### src/hw/vpa_pkg.sv
// Constants shared by the picture adjustment block and its helpers.
package vpa_pkg;

  // Register addresses on the serial register port.
  localparam logic [5:0] VPA_ADDR_V_SCALE     = 6'h1F;
  localparam logic [5:0] VPA_ADDR_HUE         = 6'h20;
  localparam logic [5:0] VPA_ADDR_BRIGHT      = 6'h21;
  localparam logic [5:0] VPA_ADDR_SHARP       = 6'h22;
  localparam logic [5:0] VPA_ADDR_CORE_GAIN   = 6'h23;
  localparam logic [5:0] VPA_ADDR_THRESH      = 6'h24;
  localparam logic [5:0] VPA_ADDR_NOISE_MODE  = 6'h25;

  // Neutral values after reset.
  localparam logic [7:0] VPA_RST_V_SCALE      = 8'h80;
  localparam logic [7:0] VPA_RST_HUE          = 8'h80;
  localparam logic [7:0] VPA_RST_BRIGHT       = 8'h00;
  localparam logic [3:0] VPA_RST_SHARP        = 4'h6;
  localparam logic [7:0] VPA_RST_CORE_GAIN    = 8'h00;
  localparam logic [7:0] VPA_RST_THRESH       = 8'h00;
  localparam logic [7:0] VPA_RST_NOISE_MODE   = 8'h00;

  // Field positions.
  localparam int         VPA_NOISE_MODE_BIT   = 3;
  localparam int         VPA_BRIGHT_SIGN_BIT  = 6;
  localparam int         VPA_THRESH_W         = 6;

  // Arithmetic constants.
  localparam logic [7:0] VPA_HUE_CENTER       = 8'h80;
  localparam logic [7:0] VPA_CHROMA_MID       = 8'h80;
  localparam int         VPA_SCALE_SHIFT      = 7;
  localparam int         VPA_NR_SHIFT         = 3;
  localparam int         VPA_SHARP_SHIFT      = 4;
  localparam logic [3:0] VPA_GAIN_MAX         = 4'h8;
  localparam logic [7:0] VPA_PIX_MAX          = 8'hFF;

  // Setup level limits in register code units, the same span for every standard.
  localparam logic signed [7:0] VPA_BRIGHT_MIN = -8'sd15;
  localparam logic signed [7:0] VPA_BRIGHT_MAX = 8'sd30;

  // Sharpness response gating.
  localparam logic [2:0] VPA_FILT_EXTENDED    = 3'b100;
  localparam logic [3:0] VPA_SHARP_NEUTRAL    = 4'h6;

endpackage : vpa_pkg

### src/hw/vpa_luma_hp.sv
// Three-tap luma high-pass filter that yields the component used for coring.
`timescale 1ns/1ps
`default_nettype none
module vpa_luma_hp
  import vpa_pkg::*;
(
  input  wire logic               mclk_i,
  input  wire logic               reset_i,
  input  wire logic               valid_i,
  input  wire logic [7:0]         luma_i,
  output logic      [7:0]         center_o,
  output logic signed [9:0]       hp_o
);

  logic [7:0]         tap1_q;
  logic [7:0]         tap2_q;
  logic signed [10:0] hp_full;

  // The centre sample minus the mean of its neighbours.
  always_comb begin
    hp_full = $signed({2'b00, tap1_q, 1'b0}) - $signed({3'b000, luma_i})
              - $signed({3'b000, tap2_q});
  end

  always_ff @(posedge mclk_i) begin
    if (reset_i) begin
      tap1_q   <= 8'h00;
      tap2_q   <= 8'h00;
      center_o <= 8'h00;
      hp_o     <= 10'sh000;
    end else if (valid_i) begin
      tap1_q   <= luma_i;
      tap2_q   <= tap1_q;
      center_o <= tap1_q;
      hp_o     <= hp_full[10:1];
    end
  end

endmodule : vpa_luma_hp
`default_nettype wire

### src/hw/vpa_coring.sv
// Coring stage that turns the filtered component into a luma correction.
`timescale 1ns/1ps
`default_nettype none
module vpa_coring
  import vpa_pkg::*;
(
  input  wire logic signed [9:0]          hp_i,
  input  wire logic [VPA_THRESH_W-1:0]    thresh_i,
  input  wire logic [3:0]                 gain_i,
  input  wire logic                       sharp_mode_i,
  output logic signed [10:0]              corr_o
);

  logic [9:0]         mag;
  logic [3:0]         gain_eff;
  logic signed [14:0] prod;

  always_comb begin
    mag      = hp_i[9] ? 10'(-hp_i) : 10'(hp_i);
    // Codes above the maximum act as the maximum.
    gain_eff = (gain_i > VPA_GAIN_MAX) ? VPA_GAIN_MAX : gain_i;
    prod     = 15'(hp_i * $signed({1'b0, gain_eff}));
    corr_o   = 11'sh000;
    if (sharp_mode_i) begin
      if (mag > 10'(thresh_i)) begin
        corr_o = 11'(prod >>> VPA_SHARP_SHIFT);
      end
    end else begin
      if (mag < 10'(thresh_i)) begin
        corr_o = 11'(-(prod >>> VPA_NR_SHIFT));
      end
    end
  end

endmodule : vpa_coring
`default_nettype wire

### src/hw/vpa_picture_adjust.sv
// Picture adjustment controls: chroma scale, hue, brightness, sharpness and coring.
// How it works
// - V samples are scaled by the eight-bit code over 128, up to 255/128.
// - Active-video subcarrier phase shifts by the hue code in fixed angular steps.
// - Phase offset is step times code minus 128; 80 hex means no shift.
// - Seven-bit signed setup level is added to luma after scaling.
// - Setup stays between minus 7.5 and plus 15 IRE equivalent codes.
// - Low four sharpness bits pick one of sixteen luma responses.
// - Sharpness applies only in extended filter mode with the enable set.
// - Low coring gain applies to luma in block border regions.
// - High coring gain applies to luma inside a block.
// - Noise mode subtracts gain times sub-threshold component, gain in eighths.
// - Sharp mode adds gain times above-threshold component, gain in sixteenths.
// - Gain code n up to 1000 means n/16 added or n/8 subtracted.
// - Filtered magnitude is compared with a six-bit threshold.
// - One mode bit selects noise mode at 0, sharp mode at 1.
`timescale 1ns/1ps
`default_nettype none
module vpa_picture_adjust
  import vpa_pkg::*;
(
  input  wire logic               mclk_i,
  input  wire logic               reset_i,
  // Register port.
  input  wire logic [5:0]         reg_addr_i,
  input  wire logic [7:0]         reg_wdata_i,
  input  wire logic               reg_wr_i,
  input  wire logic               reg_rd_i,
  output logic      [7:0]         reg_rdata_o,
  // Mode bits held elsewhere in the device.
  input  wire logic [2:0]         luma_filter_select_i,
  input  wire logic               sharpness_filter_enable_i,
  // Pixel stream.
  input  wire logic               pix_valid_i,
  input  wire logic               active_video_i,
  input  wire logic               block_border_i,
  input  wire logic [7:0]         luma_i,
  input  wire logic [7:0]         v_i,
  output logic                    pix_valid_o,
  output logic      [7:0]         luma_o,
  output logic      [7:0]         v_o,
  output logic signed [8:0]       hue_phase_o,
  output logic                    sharp_active_o,
  output logic      [3:0]         sharp_response_o
);

  // Register file.
  logic [7:0]               v_scale_q;
  logic [7:0]               hue_phase_adjust_q;
  logic [7:0]               brightness_setup_level_q;
  logic [3:0]               luma_sharpness_response_q;
  logic [7:0]               noise_coring_gains_q;
  logic [7:0]               noise_threshold_block_cfg_q;
  logic [7:0]               noise_mode_reg_q;

  // Decoded controls.
  logic                     sharp_mode;
  logic [VPA_THRESH_W-1:0]  thresh;
  logic [3:0]               gain_sel;
  logic signed [7:0]        bright_ext;
  logic signed [7:0]        bright_lim;
  logic                     sharp_en;

  // Pipeline.
  logic                     border_q;
  logic [7:0]               v_d1_q;
  logic [7:0]               center;
  logic signed [9:0]        hp;
  logic signed [10:0]       corr;
  logic signed [11:0]       luma_sum;
  logic signed [9:0]        v_delta;
  logic signed [18:0]       v_prod;
  logic signed [11:0]       v_sum;
  logic [7:0]               rdata_d;

  always_ff @(posedge mclk_i) begin
    if (reset_i) begin
      v_scale_q                   <= VPA_RST_V_SCALE;
      hue_phase_adjust_q          <= VPA_RST_HUE;
      brightness_setup_level_q    <= VPA_RST_BRIGHT;
      luma_sharpness_response_q   <= VPA_RST_SHARP;
      noise_coring_gains_q        <= VPA_RST_CORE_GAIN;
      noise_threshold_block_cfg_q <= VPA_RST_THRESH;
      noise_mode_reg_q            <= VPA_RST_NOISE_MODE;
    end else if (reg_wr_i) begin
      case (reg_addr_i)
        VPA_ADDR_V_SCALE: begin
          v_scale_q <= reg_wdata_i;
        end
        VPA_ADDR_HUE: begin
          hue_phase_adjust_q <= reg_wdata_i;
        end
        VPA_ADDR_BRIGHT: begin
          brightness_setup_level_q <= reg_wdata_i;
        end
        VPA_ADDR_SHARP: begin
          luma_sharpness_response_q <= reg_wdata_i[3:0];
        end
        VPA_ADDR_CORE_GAIN: begin
          noise_coring_gains_q <= reg_wdata_i;
        end
        VPA_ADDR_THRESH: begin
          noise_threshold_block_cfg_q <= reg_wdata_i;
        end
        VPA_ADDR_NOISE_MODE: begin
          noise_mode_reg_q <= reg_wdata_i;
        end
        default: begin
        end
      endcase
    end
  end

  // Read data settle one clock after the read strobe; unmapped addresses read zero.
  always_comb begin
    case (reg_addr_i)
      VPA_ADDR_V_SCALE:    rdata_d = v_scale_q;
      VPA_ADDR_HUE:        rdata_d = hue_phase_adjust_q;
      VPA_ADDR_BRIGHT:     rdata_d = brightness_setup_level_q;
      VPA_ADDR_SHARP:      rdata_d = {4'h0, luma_sharpness_response_q};
      VPA_ADDR_CORE_GAIN:  rdata_d = noise_coring_gains_q;
      VPA_ADDR_THRESH:     rdata_d = noise_threshold_block_cfg_q;
      VPA_ADDR_NOISE_MODE: rdata_d = noise_mode_reg_q;
      default:             rdata_d = 8'h00;
    endcase
  end

  always_ff @(posedge mclk_i) begin
    if (reset_i) begin
      reg_rdata_o <= 8'h00;
    end else if (reg_rd_i) begin
      reg_rdata_o <= rdata_d;
    end
  end

  // Control decode.
  always_comb begin
    sharp_mode = noise_mode_reg_q[VPA_NOISE_MODE_BIT];
    thresh     = noise_threshold_block_cfg_q[VPA_THRESH_W-1:0];
    gain_sel   = noise_coring_gains_q[3:0];
    if (!border_q) begin
      // Block interior gain in high nibble.
      gain_sel = noise_coring_gains_q[7:4];
    end
    bright_ext = {brightness_setup_level_q[VPA_BRIGHT_SIGN_BIT],
                  brightness_setup_level_q[6:0]};
    bright_lim = bright_ext;
    if (bright_ext > VPA_BRIGHT_MAX) begin
      bright_lim = VPA_BRIGHT_MAX;
    end else if (bright_ext < VPA_BRIGHT_MIN) begin
      bright_lim = VPA_BRIGHT_MIN;
    end
    // Extended mode and enable both needed.
    sharp_en = (luma_filter_select_i == VPA_FILT_EXTENDED) && sharpness_filter_enable_i;
  end

  always_ff @(posedge mclk_i) begin
    if (reset_i) begin
      sharp_active_o   <= 1'b0;
      sharp_response_o <= VPA_SHARP_NEUTRAL;
    end else begin
      sharp_active_o   <= sharp_en;
      sharp_response_o <= sharp_en ? luma_sharpness_response_q : VPA_SHARP_NEUTRAL;
    end
  end

  always_ff @(posedge mclk_i) begin
    if (reset_i) begin
      hue_phase_o <= 9'sh000;
    end else if (active_video_i) begin
      // Offset in steps from centre code.
      hue_phase_o <= $signed({1'b0, hue_phase_adjust_q}) - $signed({1'b0, VPA_HUE_CENTER});
    end else begin
      hue_phase_o <= 9'sh000;
    end
  end

  // Luma filter stage; its outputs are one valid sample behind the input.
  vpa_luma_hp u_luma_hp (
    .mclk_i   (mclk_i),
    .reset_i  (reset_i),
    .valid_i  (pix_valid_i),
    .luma_i   (luma_i),
    .center_o (center),
    .hp_o     (hp)
  );

  vpa_coring u_coring (
    .hp_i         (hp),
    .thresh_i     (thresh),
    .gain_i       (gain_sel),
    .sharp_mode_i (sharp_mode),
    .corr_o       (corr)
  );

  // Border flag and chroma are registered once, so they run one valid sample ahead of the filter centre tap.
  always_ff @(posedge mclk_i) begin
    if (reset_i) begin
      border_q <= 1'b0;
      v_d1_q   <= VPA_CHROMA_MID;
    end else if (pix_valid_i) begin
      border_q <= block_border_i;
      v_d1_q   <= v_i;
    end
  end

  // Arithmetic for the output stage.
  always_comb begin
    luma_sum = 12'(center) + 12'(corr) + 12'(bright_lim);
    // Chroma scaled about its midpoint by code over 128.
    v_delta  = $signed({2'b00, v_d1_q}) - $signed({2'b00, VPA_CHROMA_MID});
    v_prod   = 19'(v_delta * $signed({1'b0, v_scale_q}));
    v_sum    = 12'(v_prod >>> VPA_SCALE_SHIFT) + $signed({4'h0, VPA_CHROMA_MID});
  end

  // Outputs saturate to the eight-bit sample range.
  always_ff @(posedge mclk_i) begin
    if (reset_i) begin
      luma_o <= 8'h00;
      v_o    <= VPA_CHROMA_MID;
    end else if (pix_valid_i) begin
      if (luma_sum < 12'sd0) begin
        luma_o <= 8'h00;
      end else if (luma_sum > $signed({4'h0, VPA_PIX_MAX})) begin
        luma_o <= VPA_PIX_MAX;
      end else begin
        luma_o <= luma_sum[7:0];
      end
      if (v_sum < 12'sd0) begin
        v_o <= 8'h00;
      end else if (v_sum > $signed({4'h0, VPA_PIX_MAX})) begin
        v_o <= VPA_PIX_MAX;
      end else begin
        v_o <= v_sum[7:0];
      end
    end
  end

  always_ff @(posedge mclk_i) begin
    if (reset_i) begin
      pix_valid_o <= 1'b0;
    end else begin
      pix_valid_o <= pix_valid_i;
    end
  end

endmodule : vpa_picture_adjust
`default_nettype wire

### config.mk
export PLATFORM = sky130hd
export DESIGN_NAME = vpa_picture_adjust
export DESIGN_NICKNAME = d
export VERILOG_FILES = /design/src/hw/vpa_pkg.sv /design/src/hw/vpa_luma_hp.sv /design/src/hw/vpa_coring.sv /design/src/hw/vpa_picture_adjust.sv
export SDC_FILE = /design/constraint.sdc
export NUM_CORES = 1
export LEC_CHECK = 0
export BUFFER_PORTS_ARGS = -buffer_cell sky130_fd_sc_hd__buf_2
export CORE_MARGIN = 3
export CORE_UTILIZATION = 35
export CTS_CLUSTER_DIAMETER = 100
export DETAILED_ROUTE_END_ITERATION = 10
export SLEW_MARGIN = 20
export SYNTH_ARGS = -nofsm -noshare
export SYNTH_HDL_FRONTEND = slang
export SYNTH_SLANG_ARGS = --single-unit
export TNS_END_PERCENT = 100
### constraint.sdc
create_clock -name mclk_i -period 8.55 [get_ports mclk_i]
set_input_delay 1.71 -clock mclk_i [delete_from_list [all_inputs] [get_ports mclk_i]]
set_output_delay 1.71 -clock mclk_i [all_outputs]
set_load 0.03 [all_outputs]
After elaboration in Yosys (flattened, before gate mapping)
Cells that the tools add are included.

Bits in registers: 126. Logic and storage cells: 72.

$add $sub $neg: 9. Multiply operators: 2. Order comparisons: 9. Eq/ne operators: 8. Multiplexer cells: 13. Bitwise operators: 2. Reductions and logical operators: 10.

Operators with widths (count): $pmux 8 s7 (1); $mux 8 (6); $eq 6x6->1 const B (6); $mux 11 (3); $gt 12x9->1 const B (2); $lt 12x1->1 const B (2); $mul 9x9->18 (1); $sub 8x8->9 const B (2); $mul 10x5->15 (1); $reduce_and 2->1 (7); $add 11x9->12 const B (1); $add 12x12->12 (1); $add 9x11->12 (1); $neg 11->11 (1); $sub 11x9->11 (1); $gt 10x6->1 (1); $lt 10x6->1 (1); $mux 10 (1); $neg 10->10 (1); $sub 9x8->10 (1); $mux 4 (2); $gt 7x6->1 const B (1); $lt 7x5->1 const B (1); $eq 6x5->1 const B (1); other kinds (5) (7).

Depth between registers and ports, before layout
Gate-level depths: netlist of the first run.

Word-level depth: 12. Depth in mapped cells: 29. Gate-level depth less buffers: 28.

By module
A second synthesis of the first run with hierarchy kept.

Cell total of the unflattened synthesis: 1356. Area total of the unflattened synthesis: 11384.7 µm².

Modules (own cells, without submodules): vpa_picture_adjust (instances 1, cells each 869, area each 7459.7 µm²); vpa_coring (instances 1, cells each 295, area each 2250.9 µm²); vpa_luma_hp (instances 1, cells each 192, area each 1674.1 µm²).

Worst setup path after synthesis of the first run
Ideal clock, no wire load.

Kind: register to register. From: register border_q. To: register luma_o[1]. Data arrival time: 6302 ps. Required time: 8476 ps. Setup slack: 2174 ps. Stages on the path, launching flop included: 28. Buffers on the path: 1. Clock period less this slack: 6376 ps. Cell sequence: dfxtp_1 -> buf_6 -> mux2i_4 -> nor2b_1 -> and2_1 -> ha_1 -> inv_1 -> fa_1 -> inv_1 -> fa_1 -> ha_1 -> a21oi_1 -> o31ai_4 -> xnor2_1 -> and3_1 -> xor2_1 -> o21ai_0 -> fa_1 -> ha_1 -> a21o_1 -> a21oi_1 -> o21bai_1 -> a2111oi_0 -> nor3_1 -> a31oi_1 -> xnor2_1 -> nand2_1 -> o21ai_0.

Longest elaborated chain between the ends: 12. Elaborated cells on any way between the ends: 14.

Ends and longest elaborated chain: start, declared (line vpa_picture_adjust.sv:65) `logic border_q;`; start signal, assigned (line vpa_picture_adjust.sv:202) `border_q <= block_border_i;`; $mux 4 (*) (line vpa_picture_adjust.sv:141) `if (!border_q) begin`; $gt 4x4->1 (line vpa_coring.sv:21) `gain_eff = (gain_i > VPA_GAIN_MAX) ? VPA_GAIN_MAX : gain_i;`; $mux 4 (*) (line vpa_coring.sv:21); $mul 10x5->15 (*) (line vpa_coring.sv:22) `prod = 15'(hp_i * $signed({1'b0, gain_eff}));`; $neg 11->11 (line vpa_coring.sv:30) `corr_o = 11'(-(prod >>> VPA_NR_SHIFT));`; $mux 11 (line vpa_coring.sv:29) `if (mag < 10'(thresh_i)) begin`; $mux 11 (*) (line vpa_coring.sv:24) `if (sharp_mode_i) begin`; $add 9x11->12 (*) (line vpa_picture_adjust.sv:209) `luma_sum = 12'(center) + 12'(corr) + 12'(bright_lim);`; $add 12x12->12 (*) (line vpa_picture_adjust.sv:209); $gt 12x9->1 (line vpa_picture_adjust.sv:224) `end else if (luma_sum > $signed({4'h0, VPA_PIX_MAX})) begin`; $mux 8 (line vpa_picture_adjust.sv:224); $mux 8 (*) (line vpa_picture_adjust.sv:222) `if (luma_sum < 12'sd0) begin`; end signal, assigned (line vpa_picture_adjust.sv:227) `luma_o <= luma_sum[7:0];`; end, declared (line vpa_picture_adjust.sv:40) `output logic [7:0] luma_o,`.

Mark *: on every way between the ends. The rest lies on a longest branch, timed or not. A chain may end at the register's enable or synchronous reset.

Worst setup path after layout of the first run
From: register border_q. To: register luma_o[2].

Same word-level chain as after synthesis.

==> report_table.html, run 1 <==
<table>
<tr><th>Metric</th><th>Value</th></tr>
<tr><th colspan="2">Status</th></tr>
<tr><td>Result of the run</td><td>finished clean</td></tr>
<tr><th colspan="2">Min path</th></tr>
<tr><td>Hold path start</td><td>luma_o[1]$_SDFFE_PP0P_</td></tr>
<tr><td>Hold crit path type</td><td>reg -&gt; reg</td></tr>
<tr><td>Worst hold path endpoint</td><td>luma_o[1]$_SDFFE_PP0P_</td></tr>
<tr><td>Worst hold stages</td><td>2</td></tr>
<tr><th colspan="2">Layout</th></tr>
<tr><td>Layout Cells excl Fill</td><td>1720</td></tr>
<tr><td>Net count of the finished layout</td><td>1534</td></tr>
<tr><td>Fraction of final layout cells with drive strength greater than 1</td><td>12.24%</td></tr>
<tr><td>Synthesis-to-finish area growth</td><td>12.30%</td></tr>
<tr><td>Antenna diode instance count</td><td>0</td></tr>
<tr><td>Commonest non-fill, non-tap cells in the layout</td><td>157 x sky130_fd_sc_hd__inv_1, 125 x sky130_fd_sc_hd__dfxtp_1, 120 x sky130_fd_sc_hd__nand2_1</td></tr>
<tr><td>Filler cell count in the final layout</td><td>3102</td></tr>
<tr><td>Final core utilization</td><td>39.96%</td></tr>
<tr><td>Most common library cell in the layout ignoring fill and taps</td><td>sky130_fd_sc_hd__inv_1</td></tr>
<tr><td>Finished Cell Area</td><td>12260 sq um</td></tr>
<tr><th colspan="2">STA</th></tr>
<tr><td>Final worst hold slack</td><td>0.4566 ns</td></tr>
<tr><td>Final number of setup-violating endpoints</td><td>0</td></tr>
<tr><td>Count of final hold-check violations</td><td>0</td></tr>
<tr><td>Fin crit share</td><td>87.76%</td></tr>
<tr><td>Unrepaired setup endpoints after global routing</td><td>no</td></tr>
<tr><td>Maximum achievable frequency</td><td>133.3 MHz</td></tr>
<tr><td>Worst Tran Pin Value</td><td>1.081 ns</td></tr>
<tr><td>Post-route setup TNS</td><td>0 ns</td></tr>
<tr><td>Final worst clock skew</td><td>0.007170 ns</td></tr>
<tr><td>Worst setup slack after layout</td><td>1.047 ns</td></tr>
<tr><td>Headroom to the max-slew limit</td><td>27.36%</td></tr>
<tr><td>Post-layout minimum cycle time</td><td>7.503 ns</td></tr>
<tr><td>Slew Viols, Final</td><td>0</td></tr>
<tr><th colspan="2">Routing</th></tr>
<tr><td>DRT antenna net count</td><td>0</td></tr>
<tr><td>Initial drt markers</td><td>474</td></tr>
<tr><td>Drc violations</td><td>0</td></tr>
<tr><td>Number of vias per cell</td><td>5.044</td></tr>
<tr><td>Mean routed wirelength per cell</td><td>15.12 um</td></tr>
<tr><td>DR vias</td><td>8676</td></tr>
<tr><td>Number of iterations in the first detailed-routing pass</td><td>6</td></tr>
<tr><td>Routed WL</td><td>26000 um</td></tr>
<tr><th colspan="2">Synth</th></tr>
<tr><td>Number of distinct standard cells referenced by the synthesized netlist</td><td>84</td></tr>
<tr><td>Most used flip-flop cell after synthesis</td><td>sky130_fd_sc_hd__dfxtp_1</td></tr>
<tr><td>Fraction of registers with async set/reset</td><td>0%</td></tr>
<tr><td>Syn_nets</td><td>1478</td></tr>
<tr><td>Post-Synthesis Cells</td><td>1256</td></tr>
<tr><td>Count of synthesis-stage warnings from yosys</td><td>0</td></tr>
<tr><td>Number of enable-type register cells in the synthesized netlist</td><td>0</td></tr>
<tr><td>Combined area of all synthesized cells</td><td>10910 sq um</td></tr>
<tr><td>Sequential element share of the synthesized area</td><td>22.93%</td></tr>
<tr><td>Mean Syn Cell Area</td><td>8.689 sq um</td></tr>
<tr><td>Register bit total from synthesis</td><td>125</td></tr>
<tr><th colspan="2">GRT</th></tr>
<tr><td>Number of global-route vias before repair</td><td>8573</td></tr>
<tr><td>Global-route wire length before repair</td><td>43610 um</td></tr>
<tr><td>Global route overflow</td><td>0</td></tr>
<tr><td>Global Route Usage Sum</td><td>16.01%</td></tr>
<tr><td>Antenna violations before repair</td><td>0</td></tr>
<tr><td>Maximum number of pins on one net before global-route repair</td><td>67</td></tr>
<tr><th colspan="2">Placed design</th></tr>
<tr><td>Worst slack, placed</td><td>1.131 ns</td></tr>
<tr><td>Global placement routability congestion</td><td>0.8315</td></tr>
<tr><td>Placed cells</td><td>1689</td></tr>
<tr><td>Dpl cell area</td><td>11650 sq um</td></tr>
<tr><td>Half-perimeter wire length after placement</td><td>19830 um</td></tr>
<tr><td>Number of input and output port buffers inserted</td><td>79</td></tr>
<tr><th colspan="2">Critical path</th></tr>
<tr><td>Cell count along the critical path</td><td>26</td></tr>
<tr><td>Source of the worst register-to-register timing path</td><td>border_q$_SDFFE_PP0P_</td></tr>
<tr><td>CP peak stage delay</td><td>0.56 ns</td></tr>
<tr><td>Crit Path Class</td><td>reg -&gt; reg</td></tr>
<tr><td>Destination of the worst register-to-register timing path</td><td>luma_o[2]$_SDFFE_PP0P_</td></tr>
<tr><td>Number of buffer and inverter stages on the critical path</td><td>2</td></tr>
<tr><td>Worst path slowest cell</td><td>sky130_fd_sc_hd__mux2i_4</td></tr>
<tr><td>Peak fanout along the critical path</td><td>19</td></tr>
<tr><td>CP Launch Type</td><td>register</td></tr>
<tr><td>Cell family with most CP delay</td><td>adder cells</td></tr>
<tr><td>Critical path startpoint</td><td>border_q$_SDFFE_PP0P_</td></tr>
<tr><td>R2r setup slk</td><td>1.05 ns</td></tr>
<tr><td>Arrival time reported for the critical path endpoint</td><td>7.86 ns</td></tr>
<tr><td>CP endpoint kind</td><td>register</td></tr>
<tr><td>Data required, critical path</td><td>8.90 ns</td></tr>
<tr><td>R2R cell count</td><td>26</td></tr>
<tr><th colspan="2">Clocking</th></tr>
<tr><td>CTS-repair resized insts</td><td>0</td></tr>
<tr><td>Register clock-pin slew on the reported worst setup and hold paths</td><td>0.06 ns</td></tr>
<tr><td>Clock latency on the worst-skew pair</td><td>0.43 ns</td></tr>
<tr><td>Clock buffers created by TritonCTS</td><td>17</td></tr>
<tr><td>Count of clock tree sinks</td><td>125</td></tr>
<tr><td>CTS Buffer Depth</td><td>2</td></tr>
<tr><td>Setup bufs post-CTS</td><td>0</td></tr>
<tr><td>TritonCTS clock tree</td><td>built</td></tr>
<tr><td>Maximum level of the CTS H-tree</td><td>4</td></tr>
<tr><td>Hold-fix buffer count after cts</td><td>0</td></tr>
<tr><td>Buffer cell driving the clock tree root</td><td>sky130_fd_sc_hd__clkbuf_16</td></tr>
<tr><th colspan="2">Die</th></tr>
<tr><td>Core footprint</td><td>30670 sq um</td></tr>
<tr><td>Site row count</td><td>64</td></tr>
<tr><td>Horizontal extent of the die</td><td>182.6 um</td></tr>
<tr><td>Top-Level Pins</td><td>80</td></tr>
<tr><td>Area of the die</td><td>33340 sq um</td></tr>
<tr><td>DIE HEIGHT</td><td>182.6 um</td></tr>
<tr><td>Starting utilization of the core area</td><td>35.58%</td></tr>
<tr><th colspan="2">Pwr</th></tr>
<tr><td>Net switching fraction of the power</td><td>29.00%</td></tr>
<tr><td>Proportion of power drawn by the clock network</td><td>45.1%</td></tr>
<tr><td>IR Drop Worst-Case VDD</td><td>0.1328 mV</td></tr>
<tr><td>Gate power share</td><td>16.9%</td></tr>
<tr><td>Final Power</td><td>1.676 mW</td></tr>
<tr><td>Pint</td><td>1.190 mW</td></tr>
<tr><td>Reported net switching power</td><td>0.4860 mW</td></tr>
<tr><td>Part of the total power dissipated in sequential elements</td><td>38.0%</td></tr>
<tr><td>Leak pwr</td><td>5.809 nW</td></tr>
<tr><td>Power density of the placed cells</td><td>136.7 nW/um^2</td></tr>
<tr><th colspan="2">Job</th></tr>
<tr><td>Max-cap check violation count</td><td>0</td></tr>
</table>
==> cell usage after synthesis (4+ instances only) <==
library cell,instances,share of area [%]
sky130_fd_sc_hd__and2_1,59,3.4
sky130_fd_sc_hd__dfxtp_1,125,23
sky130_fd_sc_hd__nor3_1,11,0.50
sky130_fd_sc_hd__and2b_2,6,0.48
sky130_fd_sc_hd__xor2_1,20,1.6
sky130_fd_sc_hd__nor3b_1,4,0.28
sky130_fd_sc_hd__nand2_1,120,4.1
sky130_fd_sc_hd__buf_1,4,0.14
sky130_fd_sc_hd__ha_1,94,11
sky130_fd_sc_hd__fa_1,87,16
sky130_fd_sc_hd__nand4_1,4,0.23
sky130_fd_sc_hd__inv_1,157,5.4
sky130_fd_sc_hd__a222oi_1,12,1.1
sky130_fd_sc_hd__a21oi_1,87,4.0
sky130_fd_sc_hd__mux2i_1,49,4.5
sky130_fd_sc_hd__nand3b_1,5,0.34
sky130_fd_sc_hd__a22oi_1,5,0.34
sky130_fd_sc_hd__a211oi_1,5,0.34
sky130_fd_sc_hd__nand3_1,35,1.6
sky130_fd_sc_hd__nor2_1,101,3.5
sky130_fd_sc_hd__and3_1,10,0.57
sky130_fd_sc_hd__nor4_1,4,0.23
sky130_fd_sc_hd__o21ai_0,37,1.7
sky130_fd_sc_hd__a21o_1,15,1.0
sky130_fd_sc_hd__nor2b_1,14,0.80
sky130_fd_sc_hd__mux2_2,4,0.41
sky130_fd_sc_hd__o21bai_1,7,0.48
sky130_fd_sc_hd__nand2b_1,11,0.63
sky130_fd_sc_hd__o21a_1,7,0.48
sky130_fd_sc_hd__clkbuf_1,37,1.3
sky130_fd_sc_hd__xnor2_1,35,2.8
sky130_fd_sc_hd__a211o_1,5,0.40
sky130_fd_sc_hd__a221oi_2,7,0.96
==> worst min-delay path, stage by stage, from the launching register on <==
cell                      delay [ns]
sky130_fd_sc_hd__dfxtp_1        0.32
sky130_fd_sc_hd__nand2_1        0.04
sky130_fd_sc_hd__o21ai_0        0.05
==> area by class of cell <==
type                       count  area (sq um)  share of cell area, %
multi-input combinational    925          7622                  62.20
inverter                     160         600.6                  4.900
sequential                   125          2502                  20.42
tap                          396         495.5                  4.043
clock inverter                12         163.9                  1.337
timing repair buffer          83         427.9                  3.492
clock buffer                  19         442.9                  3.614
==> registers in the layout, indices dropped and copies added, names as in the netlist <==
signal                       flops
border_q                         1
sharp_response_o                 4
sharp_active_o                   1
v_o                              8
v_d1_q                           8
hue_phase_o                      8
noise_threshold_block_cfg_q      8
u_luma_hp.hp_o                  10
u_luma_hp.center_o               8
luma_sharpness_response_q        4
noise_coring_gains_q             8
hue_phase_adjust_q               8
u_luma_hp.tap1_q                 8
noise_mode_reg_q                 8
v_scale_q                        8
luma_o                           8
pix_valid_o                      1
brightness_setup_level_q         8
reg_rdata_o                      8
==> how the worst max path moves through the flow <==
stage                                   endpoint  slack (ns)
final                     luma_o[2]$_SDFFE_PP0P_        1.05
after global routing      luma_o[2]$_SDFFE_PP0P_        0.22
after CTS                 luma_o[2]$_SDFFE_PP0P_        1.08
after detailed placement  luma_o[2]$_SDFFE_PP0P_        1.13
after global placement    luma_o[4]$_SDFFE_PP0P_        1.40
after floorplan           luma_o[1]$_SDFFE_PP0P_        2.17
==> power by group through the flow <==
| stage | logic (mW) | clock network (mW) | registers (mW) |
|---|---|---|---|
| detailed placement | 0.284 | 0 | 0.650 |
| floorplan | 0.216 | 0 | 0.645 |
| finish | 0.282 | 0.757 | 0.637 |
| CTS | 0.285 | 0.772 | 0.638 |
| global route | 0.320 | 0.793 | 0.641 |
| global placement | 0.277 | 0 | 0.650 |
==> routing by layer <==
layer  GRT usage (%)  vias to the layer above  wire [um]
li1                -                     4316          -
met1           21.43                     4148      12410
met2           26.56                      176      12110
met3           2.591                       36        945
met4           4.966                        0        534
met5               0                        -          0
==> kinds of logic after synthesis <==
kind of cell | synth area share (%)
buffers and inverters | 7.326
DFF | 22.93
muxes | 5.354
AOI/OAI and AO/OA | 14.27
xor gates and xnor gates | 4.964
and+or+nand+nor | 18.32
adders and majority gates | 26.83
No activity file was read; power rests on OpenSTA's default activity.
==> inputs of run 2 (changes only) <==
==> constraint.sdc (replaced) <==
create_clock -name mclk_i -period 9.2 [get_ports mclk_i]
set_input_delay 1.84 -clock mclk_i [delete_from_list [all_inputs] [get_ports mclk_i]]
set_output_delay 1.84 -clock mclk_i [all_outputs]
set_load 0.03 [all_outputs]
==> run 2 against run 1 <==
  * Power shrank 4.2%
  * Clock power shrank 0.8%
  * Largest cell class unchanged
  * Highest routed layer unchanged
  * Design area grew 0.47%
  * Setup slack gained 0.60 ns
==> report_table.html, run 2 (same netlist as run 1, synthesis figures left out) <==
<table>
<tr><th>Metric</th><th>Value</th></tr>
<tr><th colspan="2">STA</th></tr>
<tr><td>Post-layout minimum cycle time</td><td>7.553 ns (+0.05001 ns)</td></tr>
<tr><td>Maximum achievable frequency</td><td>132.4 MHz (-0.66%)</td></tr>
<tr><td>Headroom to the max-slew limit</td><td>26.75% (-0.62 points)</td></tr>
<tr><td>Final worst clock skew</td><td>0.004101 ns (-0.003069 ns)</td></tr>
<tr><td>Unrepaired setup endpoints after global routing</td><td>no</td></tr>
<tr><td>Post-route setup TNS</td><td>0 ns (unchanged)</td></tr>
<tr><td>Fin crit share</td><td>82.10% (-5.7 points)</td></tr>
<tr><td>Count of final hold-check violations</td><td>0 (unchanged)</td></tr>
<tr><td>Worst Tran Pin Value</td><td>1.095 ns (+0.01354 ns)</td></tr>
<tr><td>Final number of setup-violating endpoints</td><td>0 (unchanged)</td></tr>
<tr><td>Slew Viols, Final</td><td>0 (unchanged)</td></tr>
<tr><th colspan="2">Clocking</th></tr>
<tr><td>Register clock-pin slew on the reported worst setup and hold paths</td><td>0.06 ns (about the same)</td></tr>
<tr><td>CTS-repair resized insts</td><td>0 (unchanged)</td></tr>
<tr><td>Buffer cell driving the clock tree root</td><td>sky130_fd_sc_hd__clkbuf_16</td></tr>
<tr><td>Clock latency on the worst-skew pair</td><td>0.42 ns (about the same)</td></tr>
<tr><td>Hold-fix buffer count after cts</td><td>0 (unchanged)</td></tr>
<tr><td>TritonCTS clock tree</td><td>built</td></tr>
<tr><td>Count of clock tree sinks</td><td>125 (unchanged)</td></tr>
<tr><td>CTS Buffer Depth</td><td>2 (unchanged)</td></tr>
<tr><td>Maximum level of the CTS H-tree</td><td>4 (unchanged)</td></tr>
<tr><td>Clock buffers created by TritonCTS</td><td>17 (unchanged)</td></tr>
<tr><td>Setup bufs post-CTS</td><td>0 (unchanged)</td></tr>
<tr><th colspan="2">Pwr</th></tr>
<tr><td>IR Drop Worst-Case VDD</td><td>0.1449 mV (+9.1%)</td></tr>
<tr><td>Power density of the placed cells</td><td>130.3 nW/um^2 (-4.7%)</td></tr>
<tr><td>Final Power</td><td>1.605 mW (-4.2%)</td></tr>
<tr><td>Leak pwr</td><td>5.833 nW (+0.42%)</td></tr>
<tr><th colspan="2">Layout</th></tr>
<tr><td>Fraction of final layout cells with drive strength greater than 1</td><td>12.45% (+0.22 points)</td></tr>
<tr><td>Commonest non-fill, non-tap cells in the layout</td><td>157 x sky130_fd_sc_hd__inv_1, 125 x sky130_fd_sc_hd__dfxtp_1, 120 x sky130_fd_sc_hd__nand2_1</td></tr>
<tr><td>Layout Cells excl Fill</td><td>1721 (+0.058%)</td></tr>
<tr><td>Max reg flops</td><td>10 (unchanged)</td></tr>
<tr><td>Most common library cell in the layout ignoring fill and taps</td><td>sky130_fd_sc_hd__inv_1</td></tr>
<tr><td>Antenna diode instance count</td><td>0 (unchanged)</td></tr>
<tr><td>Final core utilization</td><td>40.15% (+0.19 points)</td></tr>
<tr><td>Synthesis-to-finish area growth</td><td>12.83%</td></tr>
<tr><td>Register ranked first by flip-flop count</td><td>u_luma_hp.hp_o</td></tr>
<tr><td>Finished Cell Area</td><td>12310 sq um (+0.47%)</td></tr>
<tr><td>Net count of the finished layout</td><td>1534 (unchanged)</td></tr>
<tr><th colspan="2">Routing</th></tr>
<tr><td>DRT antenna net count</td><td>0 (unchanged)</td></tr>
<tr><td>Number of vias per cell</td><td>5.025 (-0.38%)</td></tr>
<tr><td>Initial drt markers</td><td>535 (+13%)</td></tr>
<tr><td>Mean routed wirelength per cell</td><td>14.92 um (-1.3%)</td></tr>
<tr><td>Number of iterations in the first detailed-routing pass</td><td>7 (+1)</td></tr>
<tr><td>Routed WL</td><td>25680 um (-1.2%)</td></tr>
<tr><td>Drc violations</td><td>0 (unchanged)</td></tr>
<tr><td>DR vias</td><td>8648 (-0.32%)</td></tr>
<tr><th colspan="2">Critical path</th></tr>
<tr><td>CP Launch Type</td><td>register</td></tr>
<tr><td>Peak fanout along the critical path</td><td>19 (unchanged)</td></tr>
<tr><td>Arrival time reported for the critical path endpoint</td><td>7.89 ns (+0.03 ns)</td></tr>
<tr><td>Crit Path Class</td><td>reg -&gt; reg</td></tr>
<tr><td>CP endpoint kind</td><td>register</td></tr>
<tr><td>Data required, critical path</td><td>9.54 ns (+0.64 ns)</td></tr>
<tr><th colspan="2">Die</th></tr>
<tr><td>Core footprint</td><td>30670 sq um (unchanged)</td></tr>
<tr><td>Site row count</td><td>64 (unchanged)</td></tr>
<tr><td>Area of the die</td><td>33340 sq um (unchanged)</td></tr>
<tr><td>DIE HEIGHT</td><td>182.6 um (unchanged)</td></tr>
<tr><td>Top-Level Pins</td><td>80 (unchanged)</td></tr>
<tr><td>Horizontal extent of the die</td><td>182.6 um (unchanged)</td></tr>
<tr><td>Starting utilization of the core area</td><td>35.58% (unchanged)</td></tr>
<tr><th colspan="2">Status</th></tr>
<tr><td>Result of the run</td><td>finished clean</td></tr>
<tr><th colspan="2">GRT</th></tr>
<tr><td>Global Route Usage Sum</td><td>15.74% (-0.27 points)</td></tr>
<tr><td>Maximum number of pins on one net before global-route repair</td><td>67 (unchanged)</td></tr>
<tr><td>Global-route wire length before repair</td><td>43190 um (-0.95%)</td></tr>
<tr><td>Global route overflow</td><td>0 (unchanged)</td></tr>
<tr><td>Antenna violations before repair</td><td>0 (unchanged)</td></tr>
<tr><td>Number of global-route vias before repair</td><td>8657 (+0.98%)</td></tr>
<tr><th colspan="2">Job</th></tr>
<tr><td>Max-cap check violation count</td><td>0 (unchanged)</td></tr>
<tr><th colspan="2">Placed design</th></tr>
<tr><td>Half-perimeter wire length after placement</td><td>19790 um (-0.21%)</td></tr>
<tr><td>Placed cells</td><td>1689 (unchanged)</td></tr>
<tr><td>Global placement routability congestion</td><td>0.8315 (unchanged)</td></tr>
<tr><td>Number of input and output port buffers inserted</td><td>79 (unchanged)</td></tr>
<tr><td>Dpl cell area</td><td>11650 sq um (unchanged)</td></tr>
<tr><th colspan="2">Min path</th></tr>
<tr><td>Hold crit path type</td><td>reg -&gt; reg</td></tr>
</table>
run 2: cell count changes in the layout (fill, tap and decap cells not counted), sizes merged:
cell / previous run / this run
clkinv: 9 / 5
clkbuf: 19 / 21
bufinv: 3 / 4
clkinvlp: 1 / 2
inv: 159 / 160
run 2: cell type report:
class	instances	area [sq um]
sequential	125	2502
timing repair buffer	83	427.9
fill	3056	18360
clock inverter	11	178.9
clock buffer	21	480.5
tap	396	495.5
inverter	160	600.6
multi-input combinational	925	7627
run 2: final timing paths:
| check | from | slack (ns) | endpoint | cells after the start |
|---|---|---|---|---|
| min | luma_o[1]$_SDFFE_PP0P_ | 0.45 | luma_o[1]$_SDFFE_PP0P_ | 2 |
| max reg2reg | border_q$_SDFFE_PP0P_ | 1.65 | luma_o[2]$_SDFFE_PP0P_ | 26 |
| min reg2reg | luma_o[1]$_SDFFE_PP0P_ | 0.45 | luma_o[1]$_SDFFE_PP0P_ | 2 |
| max | border_q$_SDFFE_PP0P_ | 1.65 | luma_o[2]$_SDFFE_PP0P_ | 26 |
run 2: worst max-delay path, stage by stage (launching register included):
cell,delay (ns)
sky130_fd_sc_hd__dfxtp_1,0.51
sky130_fd_sc_hd__mux2i_4,0.57
sky130_fd_sc_hd__nor2b_1,0.50
sky130_fd_sc_hd__and2_1,0.21
sky130_fd_sc_hd__ha_1,0.13
sky130_fd_sc_hd__inv_1,0.05
sky130_fd_sc_hd__fa_1,0.52
sky130_fd_sc_hd__inv_1,0.05
sky130_fd_sc_hd__fa_1,0.47
sky130_fd_sc_hd__ha_1,0.36
sky130_fd_sc_hd__a21oi_1,0.25
sky130_fd_sc_hd__o31ai_4,0.16
sky130_fd_sc_hd__xnor2_1,0.33
sky130_fd_sc_hd__and3_1,0.31
sky130_fd_sc_hd__xor2_1,0.09
sky130_fd_sc_hd__o21ai_0,0.22
sky130_fd_sc_hd__fa_1,0.45
sky130_fd_sc_hd__ha_1,0.35
sky130_fd_sc_hd__a21o_1,0.18
sky130_fd_sc_hd__a21oi_1,0.21
sky130_fd_sc_hd__o21bai_1,0.12
sky130_fd_sc_hd__a2111oi_0,0.45
sky130_fd_sc_hd__nor3_1,0.16
sky130_fd_sc_hd__a31oi_1,0.24
sky130_fd_sc_hd__xnor2_1,0.17
sky130_fd_sc_hd__nand2_1,0.17
sky130_fd_sc_hd__o21ai_0,0.22
run 2: layer usage:
metal | global-route usage, % | wire [um]
met4 | 5.606 | 550
met5 | 0 | 0
met3 | 2.392 | 905
met2 | 25.37 | 11720
met1 | 21.50 | 12500
run 2: through the flow:
| step | worst slack, ns | hold slack [ns] |
|---|---|---|
| final | 1.647 | 0.4543 |
| after global routing | 0.8928 | 0.4784 |
| after detailed placement | 1.770 | 0.4444 |
| after CTS | 1.714 | 0.4585 |
| after floorplan | 2.824 | 0.4143 |
| after global placement | 2.055 | 0.4406 |
run 2: power breakdown:
part,switching [mW],internal [mW]
logic,0.152,0.110
registers,0.0303,0.561
clock network,0.266,0.486
